### src/design/codec_dp_pkg.sv
// Package: constants, register map and carrier types for the codec datapath.
// Assumes a 100 MHz system clock standing in for the internal master clock.
package codec_dp_pkg;
	// APB register byte offsets
	localparam logic [7:0] OFF_CTRL_A  = 8'h00;
	localparam logic [7:0] OFF_CTRL_C  = 8'h08;
	localparam logic [7:0] OFF_CTRL_D  = 8'h0c;
	localparam logic [7:0] OFF_CTRL_E  = 8'h10;
	localparam logic [7:0] OFF_TX_DATA = 8'h14;
	localparam logic [7:0] OFF_RX_DATA = 8'h18;
	localparam logic [7:0] OFF_STATUS  = 8'h1c;
	// Field positions
	localparam int BIT_DATA_MODE  = 0;
	localparam int BIT_MIXED_MODE = 1;
	localparam int BIT_REF_OUT    = 6;
	localparam int BIT_REF_DOUBLE = 7;
	localparam int BIT_MUTE       = 7;
	localparam int BIT_BYPASS     = 5;
	localparam int IGAIN_LSB      = 0;
	localparam int OGAIN_LSB      = 4;
	// Rates: MOD_DIV relative to the internal master clock, DEC_RATE relative to the modulator strobe
	localparam int MOD_DIV  = 8;
	localparam int DEC_RATE = 32;
	localparam int ORDER    = 3;
	localparam int ACC_W    = 16;
	// Widths and codes
	localparam logic [7:0]  CTRL_RST  = 8'h00;
	localparam logic [15:0] POS_FULL  = 16'h7fff;
	localparam logic [15:0] NEG_FULL  = 16'h8000;
	localparam logic [3:0]  CNT3_MAX  = 4'h7;
	localparam logic [4:0]  CNT32_MAX = 5'h1f;

	typedef struct packed {
		logic       ref_double_sel;
		logic       ref_out_enable;
		logic       mute;
		logic [2:0] output_gain;
		logic [2:0] input_gain;
		logic       interp_bypass;
	} analog_ctrl_t;
endpackage : codec_dp_pkg

### src/design/sinc3_integ.sv
// One integrator stage with a wrap-around accumulator.
// Assumes the caller gates it with its own rate strobe.
`default_nettype none
module sinc3_integ
	import codec_dp_pkg::*;
#(
	parameter int W = ACC_W
) (
	// Clock and reset
	input  wire logic         clk_i,
	input  wire logic         sys_rst_i,
	// Data
	input  wire logic         en_i,
	input  wire logic [W-1:0] din_i,
	output logic      [W-1:0] dout_o
);
	if (W < 2) begin : g_width_check
		$error("sinc3_integ: width too small");
	end
	// Modular sum: overflow cancels out in the combs
	always_ff @(posedge clk_i) begin
		if (sys_rst_i) begin
			dout_o <= '0;
		end else if (en_i) begin
			dout_o <= dout_o + din_i;
		end
	end
endmodule // sinc3_integ
`default_nettype wire

### src/design/codec_sinc3_datapath.sv
// Codec datapath: sinc3 decimator, formatter, sinc3 interpolator, modulator, controls.
// Assumes clk_i is the internal master clock and APB master is synchronous.
//
// Behaviour
// [RULE_01] One modulator bit per strobe at master clock over eight feeds the decimator
// [RULE_02] Third-order sinc decimator, comb delay 32, output rate /256, 15 bits
// [RULE_03] Plain data mode: result shifted left one, LSB zero
// [RULE_04] Positive full scale or beyond gives 0x7fff
// [RULE_05] Mixed mode keeps 15 bits; top bit flags control versus data
// [RULE_06] Host samples are two's complement, 0x7fff top, 0x8000 bottom
// [RULE_07] Sinc3 interpolator raises host samples from /256 to /8
// [RULE_08] No new host sample: previous held sample is reused
// [RULE_09] Bypass bit E5 routes host samples around the interpolator
// [RULE_10] Digital modulator makes one bit per /8 strobe from interpolated data
// [RULE_11] Input gain field D[2:0] selects input gain
// [RULE_12] Output gain field D[6:4] selects output gain
// [RULE_13] Mute bit D7 silences the analog output pair
// [RULE_14] Reference select C7 doubles the reference
// [RULE_15] C6 enables the buffered reference pin
// [RULE_16] Input amplifier sampled by the same /8 strobe
// [RULE_17] All rates derived from the internal master clock
// [RULE_18] A1=1,A0=1 mixed mode; A0=1,A1=0 plain data mode
// [RULE_19] Wrap-around integrators, results scaled to output widths
// [RULE_20] Reset clears filter state, held samples and control bits
`default_nettype none
module codec_sinc3_datapath
	import codec_dp_pkg::*;
#(
	parameter int DIV = MOD_DIV,
	parameter int R   = DEC_RATE
) (
	// Clock and reset
	input  wire logic        clk_i,
	input  wire logic        sys_rst_i,
	// APB slave
	input  wire logic        psel_i,
	input  wire logic        penable_i,
	input  wire logic        pwrite_i,
	input  wire logic [7:0]  paddr_i,
	input  wire logic [31:0] pwdata_i,
	output logic      [31:0] prdata_o,
	output logic             pready_o,
	output logic             pslverr_o,
	// Modulator link
	input  wire logic        adc_bit_i,
	output logic             mod_strobe_o,
	output logic             dac_bit_o,
	// Analog controls
	output logic [2:0]       input_gain_o,
	output logic [2:0]       output_gain_o,
	output logic             analog_out_mute_o,
	output logic             ref_double_sel_o,
	output logic             ref_out_enable_o,
	// Sample events
	output logic             adc_valid_o
);
	if (DIV != MOD_DIV || R != DEC_RATE) begin : g_rate_check
		$error("codec_sinc3_datapath: rates fixed by filter widths");
	end

	// ----------------------------------------------------------------
	// Registers and strobes
	// ----------------------------------------------------------------
	logic [7:0]  control_reg_a_reg, control_reg_c_reg, control_reg_d_reg, control_reg_e_reg;
	logic [15:0] tx_hold_reg;
	logic [15:0] rx_word_reg;
	logic        tx_new_reg;
	logic [2:0]  div_reg;
	logic [4:0]  dec_cnt_reg;
	logic        strobe;
	logic        frame;
	logic        apb_wr, apb_rd;

	assign strobe = (div_reg == CNT3_MAX[2:0]);                         // [RULE_17]
	assign frame  = strobe && (dec_cnt_reg == CNT32_MAX);
	assign apb_wr = psel_i && penable_i && pwrite_i;
	assign apb_rd = psel_i && !penable_i && !pwrite_i;

	always_ff @(posedge clk_i) begin
		if (sys_rst_i) begin
			div_reg     <= '0;
			dec_cnt_reg <= '0;
		end else begin
			div_reg <= div_reg + 3'h1;                                // [RULE_01]
			if (strobe) dec_cnt_reg <= dec_cnt_reg + 5'h01;             // [RULE_02]
		end
	end

	// ----------------------------------------------------------------
	// APB control registers
	// ----------------------------------------------------------------
	always_ff @(posedge clk_i) begin
		if (sys_rst_i) begin
			control_reg_a_reg <= CTRL_RST;                               // [RULE_20]
			control_reg_c_reg <= CTRL_RST;
			control_reg_d_reg <= CTRL_RST;
			control_reg_e_reg <= CTRL_RST;
		end else if (apb_wr) begin
			if (paddr_i == OFF_CTRL_A) begin
				control_reg_a_reg <= pwdata_i[7:0];
			end else if (paddr_i == OFF_CTRL_C) begin
				control_reg_c_reg <= pwdata_i[7:0];
			end else if (paddr_i == OFF_CTRL_D) begin
				control_reg_d_reg <= pwdata_i[7:0];
			end else if (paddr_i == OFF_CTRL_E) begin
				control_reg_e_reg <= pwdata_i[7:0];
			end
		end
	end

	// Held host sample; a frame with no write reuses it
	always_ff @(posedge clk_i) begin
		if (sys_rst_i) begin
			tx_hold_reg <= '0;
			tx_new_reg  <= 1'b0;
		end else begin
			if (apb_wr && paddr_i == OFF_TX_DATA) begin
				tx_hold_reg <= pwdata_i[15:0];                           // [RULE_06]
			end
			// Set wins over the frame clear
			if (apb_wr && paddr_i == OFF_TX_DATA) begin
				tx_new_reg <= 1'b1;
			end else if (frame) begin
				tx_new_reg <= 1'b0;                                      // [RULE_08]
			end
		end
	end

	// Zero-wait slave; read data registered in the setup cycle
	always_ff @(posedge clk_i) begin
		if (sys_rst_i) begin
			prdata_o  <= '0;
			pready_o  <= 1'b0;
			pslverr_o <= 1'b0;
		end else begin
			pready_o  <= psel_i && !penable_i;
			pslverr_o <= 1'b0;
			if (apb_rd) begin
				if (paddr_i == OFF_CTRL_A) begin
					prdata_o <= {24'h000000, control_reg_a_reg};
				end else if (paddr_i == OFF_CTRL_C) begin
					prdata_o <= {24'h000000, control_reg_c_reg};
				end else if (paddr_i == OFF_CTRL_D) begin
					prdata_o <= {24'h000000, control_reg_d_reg};
				end else if (paddr_i == OFF_CTRL_E) begin
					prdata_o <= {24'h000000, control_reg_e_reg};
				end else if (paddr_i == OFF_TX_DATA) begin
					prdata_o <= {16'h0000, tx_hold_reg};
				end else if (paddr_i == OFF_RX_DATA) begin
					prdata_o <= {16'h0000, rx_word_reg};
				end else if (paddr_i == OFF_STATUS) begin
					prdata_o <= {31'h00000000, tx_new_reg};
				end else begin
					prdata_o  <= '0;
					pslverr_o <= 1'b1;
				end
			end
		end
	end

	// ----------------------------------------------------------------
	// Decimator: three integrators, three combs of delay one output
	// ----------------------------------------------------------------
	// Gain 32^3 = 2^15, so 16-bit wrap-around holds the full range
	logic [ACC_W-1:0] i1, i2, i3;
	logic [ACC_W-1:0] c1_reg, c2_reg, c3_reg;
	logic [ACC_W-1:0] d1, d2, d3;
	logic [ACC_W-1:0] bit_val;

	assign bit_val = adc_bit_i ? 16'h0001 : 16'h0000;                    // [RULE_16]

	sinc3_integ #(.W(ACC_W)) u_di1 (.clk_i(clk_i), .sys_rst_i(sys_rst_i), .en_i(strobe), .din_i(bit_val), .dout_o(i1));
	sinc3_integ #(.W(ACC_W)) u_di2 (.clk_i(clk_i), .sys_rst_i(sys_rst_i), .en_i(strobe), .din_i(i1), .dout_o(i2));
	sinc3_integ #(.W(ACC_W)) u_di3 (.clk_i(clk_i), .sys_rst_i(sys_rst_i), .en_i(strobe), .din_i(i2), .dout_o(i3)); // [RULE_19]

	assign d1 = i3 - c1_reg;
	assign d2 = d1 - c2_reg;
	assign d3 = d2 - c3_reg;

	always_ff @(posedge clk_i) begin
		if (sys_rst_i) begin
			c1_reg <= '0;
			c2_reg <= '0;
			c3_reg <= '0;
		end else if (frame) begin
			c1_reg <= i3;                                                 // [RULE_02]
			c2_reg <= d1;
			c3_reg <= d2;
		end
	end

	// ----------------------------------------------------------------
	// Output formatting
	// ----------------------------------------------------------------
	// Count 0..32768 doubled and offset to two's complement; 32768 wraps, so saturate
	logic [ACC_W-1:0] bip;
	logic             at_full;
	logic [15:0]      rx_next;
	assign bip     = {d3[ACC_W-2:0], 1'b0} ^ NEG_FULL;
	assign at_full = (d3 == NEG_FULL);                                    // [RULE_04]

	always_comb begin
		rx_next = {bip[15:1], 1'b0};                                      // [RULE_03]
		if (at_full) rx_next = POS_FULL;                                  // [RULE_04]
		if (control_reg_a_reg[BIT_MIXED_MODE] && control_reg_a_reg[BIT_DATA_MODE]) begin
			// Top bit zero marks a sample frame
			rx_next = at_full ? {1'b0, POS_FULL[15:1]} : {1'b0, bip[15:1]}; // [RULE_05] [RULE_18]
		end
	end

	always_ff @(posedge clk_i) begin
		if (sys_rst_i) begin
			rx_word_reg <= '0;
			adc_valid_o <= 1'b0;
		end else begin
			adc_valid_o <= frame;
			if (frame) rx_word_reg <= rx_next;
		end
	end

	// ----------------------------------------------------------------
	// Interpolator: combs at frame rate, integrators at /8
	// ----------------------------------------------------------------
	localparam int IW = ACC_W + 15;
	logic [IW-1:0] x_in, ic1_reg, ic2_reg, ic3_reg, e1, e2, e3, e3_reg;
	logic [IW-1:0] j1, j2, j3;
	logic [IW-1:0] up_in;

	assign x_in = {{(IW-16){tx_hold_reg[15]}}, tx_hold_reg};             // [RULE_08]
	assign e1 = x_in - ic1_reg;
	assign e2 = e1 - ic2_reg;
	assign e3 = e2 - ic3_reg;

	always_ff @(posedge clk_i) begin
		if (sys_rst_i) begin
			ic1_reg <= '0;
			ic2_reg <= '0;
			ic3_reg <= '0;
			e3_reg  <= '0;
		end else begin
			if (frame) begin
				ic1_reg <= x_in;                                          // [RULE_07]
				ic2_reg <= e1;
				ic3_reg <= e2;
				e3_reg  <= e3;
			end else if (strobe) begin
				e3_reg <= '0;                                             // Zero-stuffing
			end
		end
	end

	assign up_in = strobe ? e3_reg : '0;
	sinc3_integ #(.W(IW)) u_ui1 (.clk_i(clk_i), .sys_rst_i(sys_rst_i), .en_i(strobe), .din_i(up_in), .dout_o(j1));
	sinc3_integ #(.W(IW)) u_ui2 (.clk_i(clk_i), .sys_rst_i(sys_rst_i), .en_i(strobe), .din_i(j1), .dout_o(j2));
	sinc3_integ #(.W(IW)) u_ui3 (.clk_i(clk_i), .sys_rst_i(sys_rst_i), .en_i(strobe), .din_i(j2), .dout_o(j3)); // [RULE_19]

	// ----------------------------------------------------------------
	// Digital modulator (first-order error feedback)
	// ----------------------------------------------------------------
	logic [15:0] mod_in;
	logic [16:0] sd_acc_reg;
	logic [16:0] sd_sum;
	// Zero-stuffing leaves a gain of R^(N-1), removed by slicing
	localparam int UP_GAIN_LOG2 = $clog2(R) * (ORDER - 1);
	assign mod_in = control_reg_e_reg[BIT_BYPASS] ? tx_hold_reg : j3[UP_GAIN_LOG2 +: ACC_W]; // [RULE_09] [RULE_07]
	assign sd_sum = sd_acc_reg + {1'b0, mod_in ^ NEG_FULL};

	always_ff @(posedge clk_i) begin
		if (sys_rst_i) begin
			sd_acc_reg   <= '0;
			dac_bit_o    <= 1'b0;
			mod_strobe_o <= 1'b0;
		end else begin
			mod_strobe_o <= strobe;                                       // [RULE_01] [RULE_16]
			if (strobe) begin
				dac_bit_o  <= sd_sum[16];                                 // [RULE_10]
				sd_acc_reg <= {1'b0, sd_sum[15:0]};
			end
		end
	end

	// ----------------------------------------------------------------
	// Analog control outputs
	// ----------------------------------------------------------------
	always_ff @(posedge clk_i) begin
		if (sys_rst_i) begin
			input_gain_o      <= '0;
			output_gain_o     <= '0;
			analog_out_mute_o <= 1'b0;
			ref_double_sel_o  <= 1'b0;
			ref_out_enable_o  <= 1'b0;
		end else begin
			input_gain_o      <= control_reg_d_reg[IGAIN_LSB +: 3];         // [RULE_11]
			output_gain_o     <= control_reg_d_reg[OGAIN_LSB +: 3];         // [RULE_12]
			analog_out_mute_o <= control_reg_d_reg[BIT_MUTE];               // [RULE_13]
			ref_double_sel_o  <= control_reg_c_reg[BIT_REF_DOUBLE];         // [RULE_14]
			ref_out_enable_o  <= control_reg_c_reg[BIT_REF_OUT];            // [RULE_15]
		end
	end

	// ----------------------------------------------------------------
	// Checks
	// ----------------------------------------------------------------
	a_strobe_period: assert property (@(posedge clk_i) disable iff (sys_rst_i)
		mod_strobe_o |=> !mod_strobe_o [*7] ##1 mod_strobe_o) else $error("strobe not every 8"); // [RULE_01]
	a_frame_rate: assert property (@(posedge clk_i) disable iff (sys_rst_i)
		adc_valid_o |=> !adc_valid_o [*8]) else $error("frame too soon"); // [RULE_02]
	a_plain_lsb: assert property (@(posedge clk_i) disable iff (sys_rst_i)
		adc_valid_o && control_reg_a_reg == 8'h01 && rx_word_reg != POS_FULL |-> !rx_word_reg[0])
		else $error("plain mode lsb set"); // [RULE_03]
	a_full_code: assert property (@(posedge clk_i) disable iff (sys_rst_i)
		frame && at_full && !control_reg_a_reg[BIT_MIXED_MODE] |=> rx_word_reg == POS_FULL)
		else $error("full scale code wrong"); // [RULE_04]
	a_mixed_flag: assert property (@(posedge clk_i) disable iff (sys_rst_i)
		frame && control_reg_a_reg[1:0] == 2'h3 |=> !rx_word_reg[15]) else $error("mixed flag set"); // [RULE_05]
	a_bypass_path: assert property (@(posedge clk_i) disable iff (sys_rst_i)
		strobe && control_reg_e_reg[BIT_BYPASS] && tx_hold_reg == NEG_FULL |=> !dac_bit_o)
		else $error("bypass not taken"); // [RULE_09]
	a_hold_reuse: assert property (@(posedge clk_i) disable iff (sys_rst_i)
		!(apb_wr && paddr_i == OFF_TX_DATA) |=> tx_hold_reg == $past(tx_hold_reg)) else $error("hold lost"); // [RULE_08]
	a_mute_follow: assert property (@(posedge clk_i) disable iff (sys_rst_i)
		apb_wr && paddr_i == OFF_CTRL_D |-> ##2 analog_out_mute_o == $past(pwdata_i[7], 2))
		else $error("mute wrong"); // [RULE_13]
	a_reset_clear: assert property (@(posedge clk_i)
		sys_rst_i |=> control_reg_d_reg == CTRL_RST && tx_hold_reg == 16'h0000) else $error("reset left state"); // [RULE_20]
endmodule // codec_sinc3_datapath
`default_nettype wire

### config.mk
export PLATFORM = sky130hd
export DESIGN_NAME = codec_sinc3_datapath
export DESIGN_NICKNAME = d
export VERILOG_FILES = /design/src/design/codec_dp_pkg.sv /design/src/design/sinc3_integ.sv /design/src/design/codec_sinc3_datapath.sv
export SDC_FILE = /design/constraint.sdc
export NUM_CORES = 1
export LEC_CHECK = 0
export BUFFER_PORTS_ARGS = -buffer_cell sky130_fd_sc_hd__buf_4
export CAP_MARGIN = 15
export CORE_ASPECT_RATIO = 1.2
export CORE_MARGIN = 3
export CORE_UTILIZATION = 50
export CTS_CLUSTER_DIAMETER = 50
export DETAILED_ROUTE_END_ITERATION = 10
export PLACE_DENSITY = 0.69
export SLEW_MARGIN = 15
export SYNTH_ARGS = -nofsm -noshare
export SYNTH_HDL_FRONTEND = slang
export SYNTH_SLANG_ARGS = --single-unit
### constraint.sdc
create_clock -name clk_i -period 5.61 [get_ports clk_i]
set_clock_uncertainty 0.15 [all_clocks]
set_input_delay 0.2805 -clock clk_i [delete_from_list [all_inputs] [get_ports clk_i]]
set_output_delay 0.2805 -clock clk_i [all_outputs]
set_load 0.1 [all_outputs]
# Word level (Yosys, flattened, before mapping)
# Cells that the tools add are included.
# word_totals
word_cells,99
output_inout_bits,46
in_bits,46
ff_bits,433
# classes
n_eq_ne,9
mux,18
n_reduce_logical,17
add_sub_neg,15
n_bitwise,6
# op_table
operator,n
16-bit two-way mux,9
31-bit adder,3
31-bit two-way mux,3
31-bit subtractor,2
16-bit subtractor,3
16-bit adder,2
8-bit by 5-bit == test with 1-bit output (second input constant),4
16-bit by 16-bit adder with 17-bit output,1
16-bit by 16-bit subtractor with 17-bit output,1
16-bit by 1-bit adder with 16-bit output,1
16-bit == test (second input constant),1
8-bit by 4-bit == test with 1-bit output (second input constant),2
15-bit two-way mux,1
8-bit zero test,1
8-bit OR reduction,1
1-bit logical AND,7
1-bit NOT,6
5-bit by 1-bit adder with 5-bit output (second input constant),1
5-bit == test (second input constant),1
1-bit two-way mux,5
5-bit AND reduction,1
4-bit AND reduction,1
2-bit nonzero test,2
3-bit by 1-bit adder with 3-bit output (second input constant),1
4 further kinds,5

# Depth between registers and ports, before layout
# Gate-level depths: netlist (run 1).
# logic_depth
word_depth,8
depth_mapped,30

# Cells and area by module
# Synthesis (run 1) repeated with hierarchy kept, for this count alone.
# hier_totals
hier_cells,3479
area_unflattened_um2,28273.4
# modules_own_cells
mod,instances,area_each_um2,cells_per_inst,seq_area_each_um2
codec_sinc3_datapath,1,15897.7,1971,5245.0
sinc3_integ (u_ui1 ...),2,2786.4,344,620.6
sinc3_integ (u_di1 ...),3,1355.0,157,320.3
sinc3_integ (u_ui3),1,2737.6,349,620.6

# Worst setup path before layout (run 1)
# OpenSTA, ideal clock, no wires.
# synth_timing
path_kind,register to register
from,reg tx_hold_reg[0]
to,reg e3_reg[24]
setup_slack_ps,-65
arrival_time_ps,5463
synth_period_minus_slack_ps,5675
t_required_ps,5398
stages_incl_launch_ff,27
n_path_buf,0
setup_ps,62
path_cell_list,dfxtp_1 -> inv_1 -> ha_1 -> inv_1 -> fa_1 -> a21o_1 -> a21oi_1 -> o21ai_0 -> a21o_1 -> a21oi_1 -> o21bai_1 -> xor2_1 -> ha_1 -> nand3_1 -> nand2_1 -> a41o_1 -> o41ai_2 -> o21ai_0 -> xor2_1 -> ha_1 -> or4_1 -> o211a_1 -> o41ai_1 -> nand2b_1 -> a31oi_1 -> mux2_2 -> nand3_1
# synth_between
elab_chain_cells,4
# synth_rtl
element,line_no,text
from (decl),codec_sinc3_datapath.sv:65,logic [15:0] tx_hold_reg;
from (signal assigned),codec_sinc3_datapath.sv:118,tx_hold_reg <= pwdata_i[15:0];
16-bit by 16-bit subtractor with 17-bit output,codec_sinc3_datapath.sv:230,assign e1 = x_in - ic1_reg;
named net e1[8],codec_sinc3_datapath.sv:225,"logic [IW-1:0] x_in, ic1_reg, ic2_reg, ic3_reg, e1, e2, e3, e3_reg;"
31-bit subtractor,codec_sinc3_datapath.sv:231,assign e2 = e1 - ic2_reg;
named net e2[13],codec_sinc3_datapath.sv:225,
31-bit subtractor,codec_sinc3_datapath.sv:232,assign e3 = e2 - ic3_reg;
31-bit two-way mux,codec_sinc3_datapath.sv:241,if (frame) begin
to (signal assigned),codec_sinc3_datapath.sv:239,e3_reg <= '0;
to (signal assigned),codec_sinc3_datapath.sv:245,e3_reg <= e3;
to (signal assigned),codec_sinc3_datapath.sv:247,e3_reg <= '0;
to (decl),codec_sinc3_datapath.sv:225,
# The timed path passes the listed nets, and every way through them passes these cells.
# A chain may end at the register's enable or synchronous reset.

# Worst setup path after layout (run 1)
# Same ends and word-level chain as after synthesis.

==> results by group, run 1 <==
Status
  – Status: finished, final reports clean

Clock network
  – CTS root buffer: clkbuf_16
  – Clock Tree Buf Depth: 3
  – Clk sinks: ~380
  – H-tree levels: 2
  – Worst skew pair latency: around 600 ps
  – Clock transition at path regs: approximately 60 ps
  – TritonCTS Buffers: between 40 and 50
  – TritonCTS clock tree: yes

Setup path
  – Arrival time worst endpoint: a little under 6000 ps
  – Max FO, Critical Path: 2
  – Slowest cell on the critical path: or4_4
  – Most frequent CP cell: buf_4
  – Critical path class: reg -> reg
  – Worst Path Buf+Inv: 5
  – Delay-heaviest family, CP: compound AO/OA/AOI/OAI gates
  – R2r setup slk: 40 ps
  – Largest stage delay, worst path: between 400 and 500 ps
  – CP Launch Type: flop
  – Crit. End Element: flop
  – WP data required: 5970 ps

Synthesis
  – Syn Area/Cell: 8.12 sq um
  – Largest cells by area after synthesis: dfxtp_1 (31%), ha_1 (12%), a21oi_1 (6.1%)
  – Synthesized area: around 24000 sq um
  – Number of synthesized register bits: between 300 and 400
  – Seq/Total Area, Yosys: about a third
  – YS warnings: 0
  – Async SR Flop Fraction: 0%
  – Post-synth top cells: dfxtp_1 (378), nand2_1 (354), nor2_1 (315)
  – Post-synth EDFFs: 0
  – Gate Count Post-Synth: between 2000 and 3000
  – Synth cell types: 84
  – Synth Flop Type: dfxtp_1
  – Share of the synthesized area in the top cell type: a little under a third
  – Most common cell in the netlist: dfxtp_1
  – Area leader, netlist: dfxtp_1

Power
  – PwrDens: 223 nW/um^2
  – Net Sw Power: between 1.5 and 2 mW
  – Internal power: 4.68 mW
  – Switching portion of total power: between 20% and 30%
  – Tot Pwr: 6.20 mW
  – Logic gate share of total power: 7.4%
  – Clock power frac: 49.2%
  – Flop pwr share: a little over two fifths
  – Leak: 11.6 nW
  – VDD IR max: between 0.2 and 0.25 mV

Floorplanning
  – # IOs: 92
  – Die Y: 247 um
  – Row count: slightly below 90
  – Die area: 50900 sq um
  – Core Box Area: around 47000 sq um
  – Initial cell density of the core: just over 50%
  – Die Wd: just over 200 um

Placed design
  – Post-DP HPWL: ~42000 um
  – Port bufs: about 60
  – GPL Wtd Cong: 0.866
  – Post-DP Area: 25500 sq um

Timing
  – Max Slew Vio Count: 0
  – Fin. Hold Viols: 0
  – Sum of negative setup slack: 0 ps
  – # setup viols final: 0
  – RSZ-0062 raised after global routing: true
  – Final Cycle Share: between 90% and 100%
  – Max Freq: 179 MHz
  – Max_slew headroom: roughly 26%
  – Least-Margin Pin Slew: ~1100 ps
  – Tmin final: approximately 5600 ps

Layout
  – Share of cells above drive strength 1: 11.7%
  – Area of the multi-input gates: ~16000 sq um
  – Diode count: 0
  – Filler cell count: slightly above 4000
  – Area growth from synthesis to layout: 15.4%
  – Final instance area: between 20000 and 30000 sq um
  – Reg area: roughly 7600 sq um
  – Nets: about 3400

Global routing
  – Largest net degree at the start of global routing: between 100 and 150
  – Number of global-route vias before repair: between 20000 and 25000
  – First-pass GRT wire length: roughly 97000 um
  – Grt ovf: 0
  – Total GRT Usage: 22.7%
  – Initial antenna violation count: 0

Flow run
  – Maxcap violations: 0

Routing
  – Routed len/inst: ~16 um
  – DRT iter0 DRCs: between 1000 and 1500
  – Drt total wl: 59000 um
  – Pre-Repair DR Iteration Count: 5
  – Final ANT Viol Nets: 0
  – Vias: 21100
  – DR DRC count: 0
  – DR vias/cell: 5.63

Worst hold path
  – Min-delay worst type: in -> reg
-- cell type report --
type	instances	area share, %
multi-input combinational	2312	56.7
sequential	378	27.2
timing repair buffer	190	5.50
clock buffer	67	4.85
tap	623	2.80
inverter	163	2.20
clock inverter	17	0.795
-- worst paths after layout --
path,endpoint,cells after the start,start
setup reg to reg,e3_reg[24],26,tx_hold_reg[0]
setup / recovery,e3_reg[24],26,tx_hold_reg[0]
hold reg to reg,div_reg[0],1,div_reg[0]
hold / removal,sd_acc_reg[8],2,sys_rst_i
-- cells by family after synthesis --
logic type,after synthesis,share of synthesized area (%)
other,1,0.0155
xor gates and xnor gates,185,6.80
and+or+nand+nor,994,18.6
AOI/OAI and AO/OA,758,20.3
adders and majority gates,242,12.9
buffers and inverters,297,4.91
DFF,378,31.4
muxes,117,5.03
-- cells in the final DEF (no fill, tap or decap), types with 17 or more instances in the layout --
cell type and count:
nor3_1 49, a211oi_1 35, or3_1 18, dlygate4sd3_1 25
buf_4 161, nor2_1 310, and2_1 30, and3_1 17
a22oi_1 26, xnor2_1 111, nand2_1 352, nand3_1 61
mux2i_1 92, o21a_1 28, a21oi_1 278, a21o_1 78
xor2_1 65, nor2b_1 50, a22o_1 31, mux2_2 24
ha_1 222, clkbuf_16 48, o21bai_1 18, o21ai_0 99
inv_1 158, nand2b_1 37, dfxtp_1 374
-- timing repair --
| action | CTS | global route |
|---|---|---|
| endpoints found under the hold margin | 53 | 0 |
| setup buffers | 4 | 16 |
| resized for setup | 20 | 61 |
| pin swaps | 14 | 52 |
| setup endpoints to repair | 21 | 26 |
| gates cloned | 0 | 1 |
| hold buffers | 25 | 0 |
-- power groups by stage --
stage	clock network (mW)	logic, mW	registers (mW)
detailed placement	0	0.406	2.75
CTS	3.12	0.429	2.69
floorplan	0	0.300	2.77
finish	3.05	0.457	2.69
global placement	0	0.401	2.75
global route	3.23	0.494	2.69
-- metrics by stage --
step	utilization, %	setup WS [ps]	instances	hold slack, ps
final	58.8	36.3	3750	43.9
after global routing	58.8	-219	3750	84.4
after CTS	57.9	-17.1	3733	41.6
after detailed placement	53.9	-184	3620	261
after global placement	53.9	-120	3620	258
after floorplan	-	34.6	2987	249
-- routing by layer --
metal	vias up	track usage, %	part of all wire (%)
met5	-	0	0
met4	0	8.01	3.2
met3	121	3.05	4.3
met2	413	39.4	49
met1	9971	28.6	44
li1	10600	-	-
Note: power is estimated with default switching activity, not from simulation.
==> run 2: changes to the inputs <==
==> constraint.sdc (replaced) <==
create_clock -name clk_i -period 5.61 [get_ports clk_i]
set_clock_uncertainty 0.15 [all_clocks]
set_input_delay 0.561 -clock clk_i [delete_from_list [all_inputs] [get_ports clk_i]]
set_output_delay 0.561 -clock clk_i [all_outputs]
set_load 0.1 [all_outputs]
==> run 2 against run 1 <==
Net effect: cell count fell by 0.51%; worst hold slack improved by 29 ps; maximum frequency up 0.32%; global-route usage decreased by 0.19 points; non-clock buffer count shrank 18; first-iteration DRC count is 22% lower; combinational power about the same; via count decreased by 0.44%; critical path depth rose by 1; core utilization is 0.32 points lower; clock power down 2%; largest power group unchanged.
==> results by group, run 2 (same netlist as run 1, synthesis figures left out) <==
Status
  – Status: finished, final reports clean

Clock network
  – CTS Hold Bufs: 0
  – Worst skew pair latency: between 500 and 600 ps
  – Clock Tree Buf Depth: 3
  – TritonCTS Buffers: 45
  – TritonCTS clock tree: yes
  – H-tree levels: 2
  – CTS root buffer: clkbuf_16
  – Clock transition at path regs: approximately 60 ps
  – Clk sinks: between 300 and 400

Power
  – PwrDens: between 200 and 250 nW/um^2
  – Flop pwr share: 44.0%
  – Net Sw Power: around 1.5 mW
  – Leak: between 10 and 15 nW
  – Logic gate share of total power: ~7.4%
  – Switching portion of total power: between 20 and 25%
  – Clock power frac: roughly 49%
  – VDD IR max: approximately 0.21 mV
  – Internal power: between 4 and 5 mW

Layout
  – Area of the multi-input gates: about 16000 sq um
  – Nets: 3360
  – Diode count: 0
  – Reg area: 7570 sq um
  – Most common cell after layout, fill and taps aside: dfxtp_1
  – Area growth from synthesis to layout: 14.8%
  – Final instance area: ~28000 sq um
  – Filler cell count: approximately 4200
  – Final design utilization: between 50% and 60%
  – Share of cells above drive strength 1: between 10% and 20%
  – Most frequent cells in the layout: dfxtp_1 (373), nand2_1 (352), nor2_1 (308)

Worst hold path
  – Min-delay worst type: in -> reg

Global routing
  – Grt ovf: 0
  – Initial antenna violation count: 0
  – Number of global-route vias before repair: 20300
  – First-pass GRT wire length: 96100 um
  – Largest net degree at the start of global routing: 160
  – Total GRT Usage: between 20% and 30%

Timing
  – Final Cycle Share: between 90 and 100%
  – Max_slew headroom: between 20% and 30%
  – Fin. Hold Viols: 0
  – RSZ-0062 raised after global routing: true
  – Max Freq: 180 MHz
  – Tmin final: roughly 5600 ps
  – # setup viols final: 0
  – Max Slew Vio Count: 0
  – Least-Margin Pin Slew: between 1000 and 1500 ps

Placed design
  – Post-DP HPWL: approximately 42000 um
  – GPL Wtd Cong: between 0.8 and 0.9
  – Post-DP Area: around 26000 sq um
  – Port bufs: just under 60

Setup path
  – Critical path class: reg -> reg
  – Delay-heaviest family, CP: compound AO/OA/AOI/OAI gates
  – CP Launch Type: flop
  – Slowest cell on the critical path: or4_4
  – Largest stage delay, worst path: 420 ps
  – Max FO, Critical Path: 5
  – WP data required: about 6000 ps
  – Crit. End Element: flop
  – Worst Path Buf+Inv: 2
  – Arrival time worst endpoint: 5930 ps

Floorplanning
  – Die Y: around 250 um
  – Row count: between 80 and 90
  – Die Wd: between 200 and 250 um
  – # IOs: slightly above 90
  – Initial cell density of the core: 50.9%
  – Die area: 50900 sq um
  – Core Box Area: roughly 47000 sq um

Routing
  – DR vias/cell: 5.64
  – DR DRC count: 0
  – Drt total wl: ~60000 um
  – Routed len/inst: around 16 um
  – Pre-Repair DR Iteration Count: 5
  – Final ANT Viol Nets: 0
  – DRT iter0 DRCs: roughly 1000
  – Vias: approximately 21000

Flow run
  – Maxcap violations: 0
-- run 2: cell type report --
class                      count  area share (%)
clock buffer                  68            4.93
sequential                   378            27.4
clock inverter                15           0.587
tap                          623            2.82
inverter                     163            2.21
timing repair buffer         172            4.86
multi-input combinational   2312            57.3
-- run 2: timing repair --
action	CTS	global route
pin swaps	14	65
gates resized for setup	18	83
cloned	0	1
endpoints found under the setup margin	21	27
setup buffers	7	16
-- run 2: layer usage --
metal / vias up / GRT usage [%] / wire length [um]
met5: - / 0 / 0
met4: 0 / 8.77 / 2220
met3: 125 / 3.50 / 2570
met2: 409 / 39.0 / 28900
met1: 9926 / 27.8 / 25600
li1: 10600 / - / -
-- run 2: final timing paths --
check	to	start	slack [ps]	depth (start not counted)
setup / recovery	e3_reg[24]	tx_hold_reg[0]	50	27
setup reg to reg	e3_reg[24]	tx_hold_reg[0]	50	27
hold reg to reg	div_reg[0]	div_reg[0]	280	1
hold / removal	tx_hold_reg[11]	pwdata_i[11]	70	3
-- run 2: power by group through the flow --
stage               combinational [mW]  clock (mW)  sequential (mW)
global placement                 0.405           0             2.75
detailed placement               0.412           0             2.75
finish                           0.454        2.98             2.69
CTS                              0.418        3.04             2.69
global route                     0.488        3.15             2.69
floorplan                        0.300           0             2.77
-- run 2: stage by stage --
| step | hold slack [ps] | TNS, ps | power [mW] | cells | setup slack, ps |
|---|---|---|---|---|---|
| 2_1_floorplan | 249 | 0 | 3.07 | 2987 | 34.6 |
| 3_3_place_gp | 257 | -170 | 3.16 | 3624 | -163 |
| 4_1_cts | 41.3 | -40.4 | 6.15 | 3714 | -40.4 |
| 3_5_place_dp | 272 | -543 | 3.16 | 3624 | -252 |
| 6_report | 73.2 | 0 | 6.12 | 3731 | 54.2 |
| 5_1_grt | 71.5 | -2070 | 6.33 | 3731 | -190 |
-- run 2: worst min-delay path, delay by kind of cell --
kind	cells	cell delay [ps]
AND/OR/NAND/NOR	1	40
buffers and inverters	1	100
AO/OA/AOI/OAI	1	50
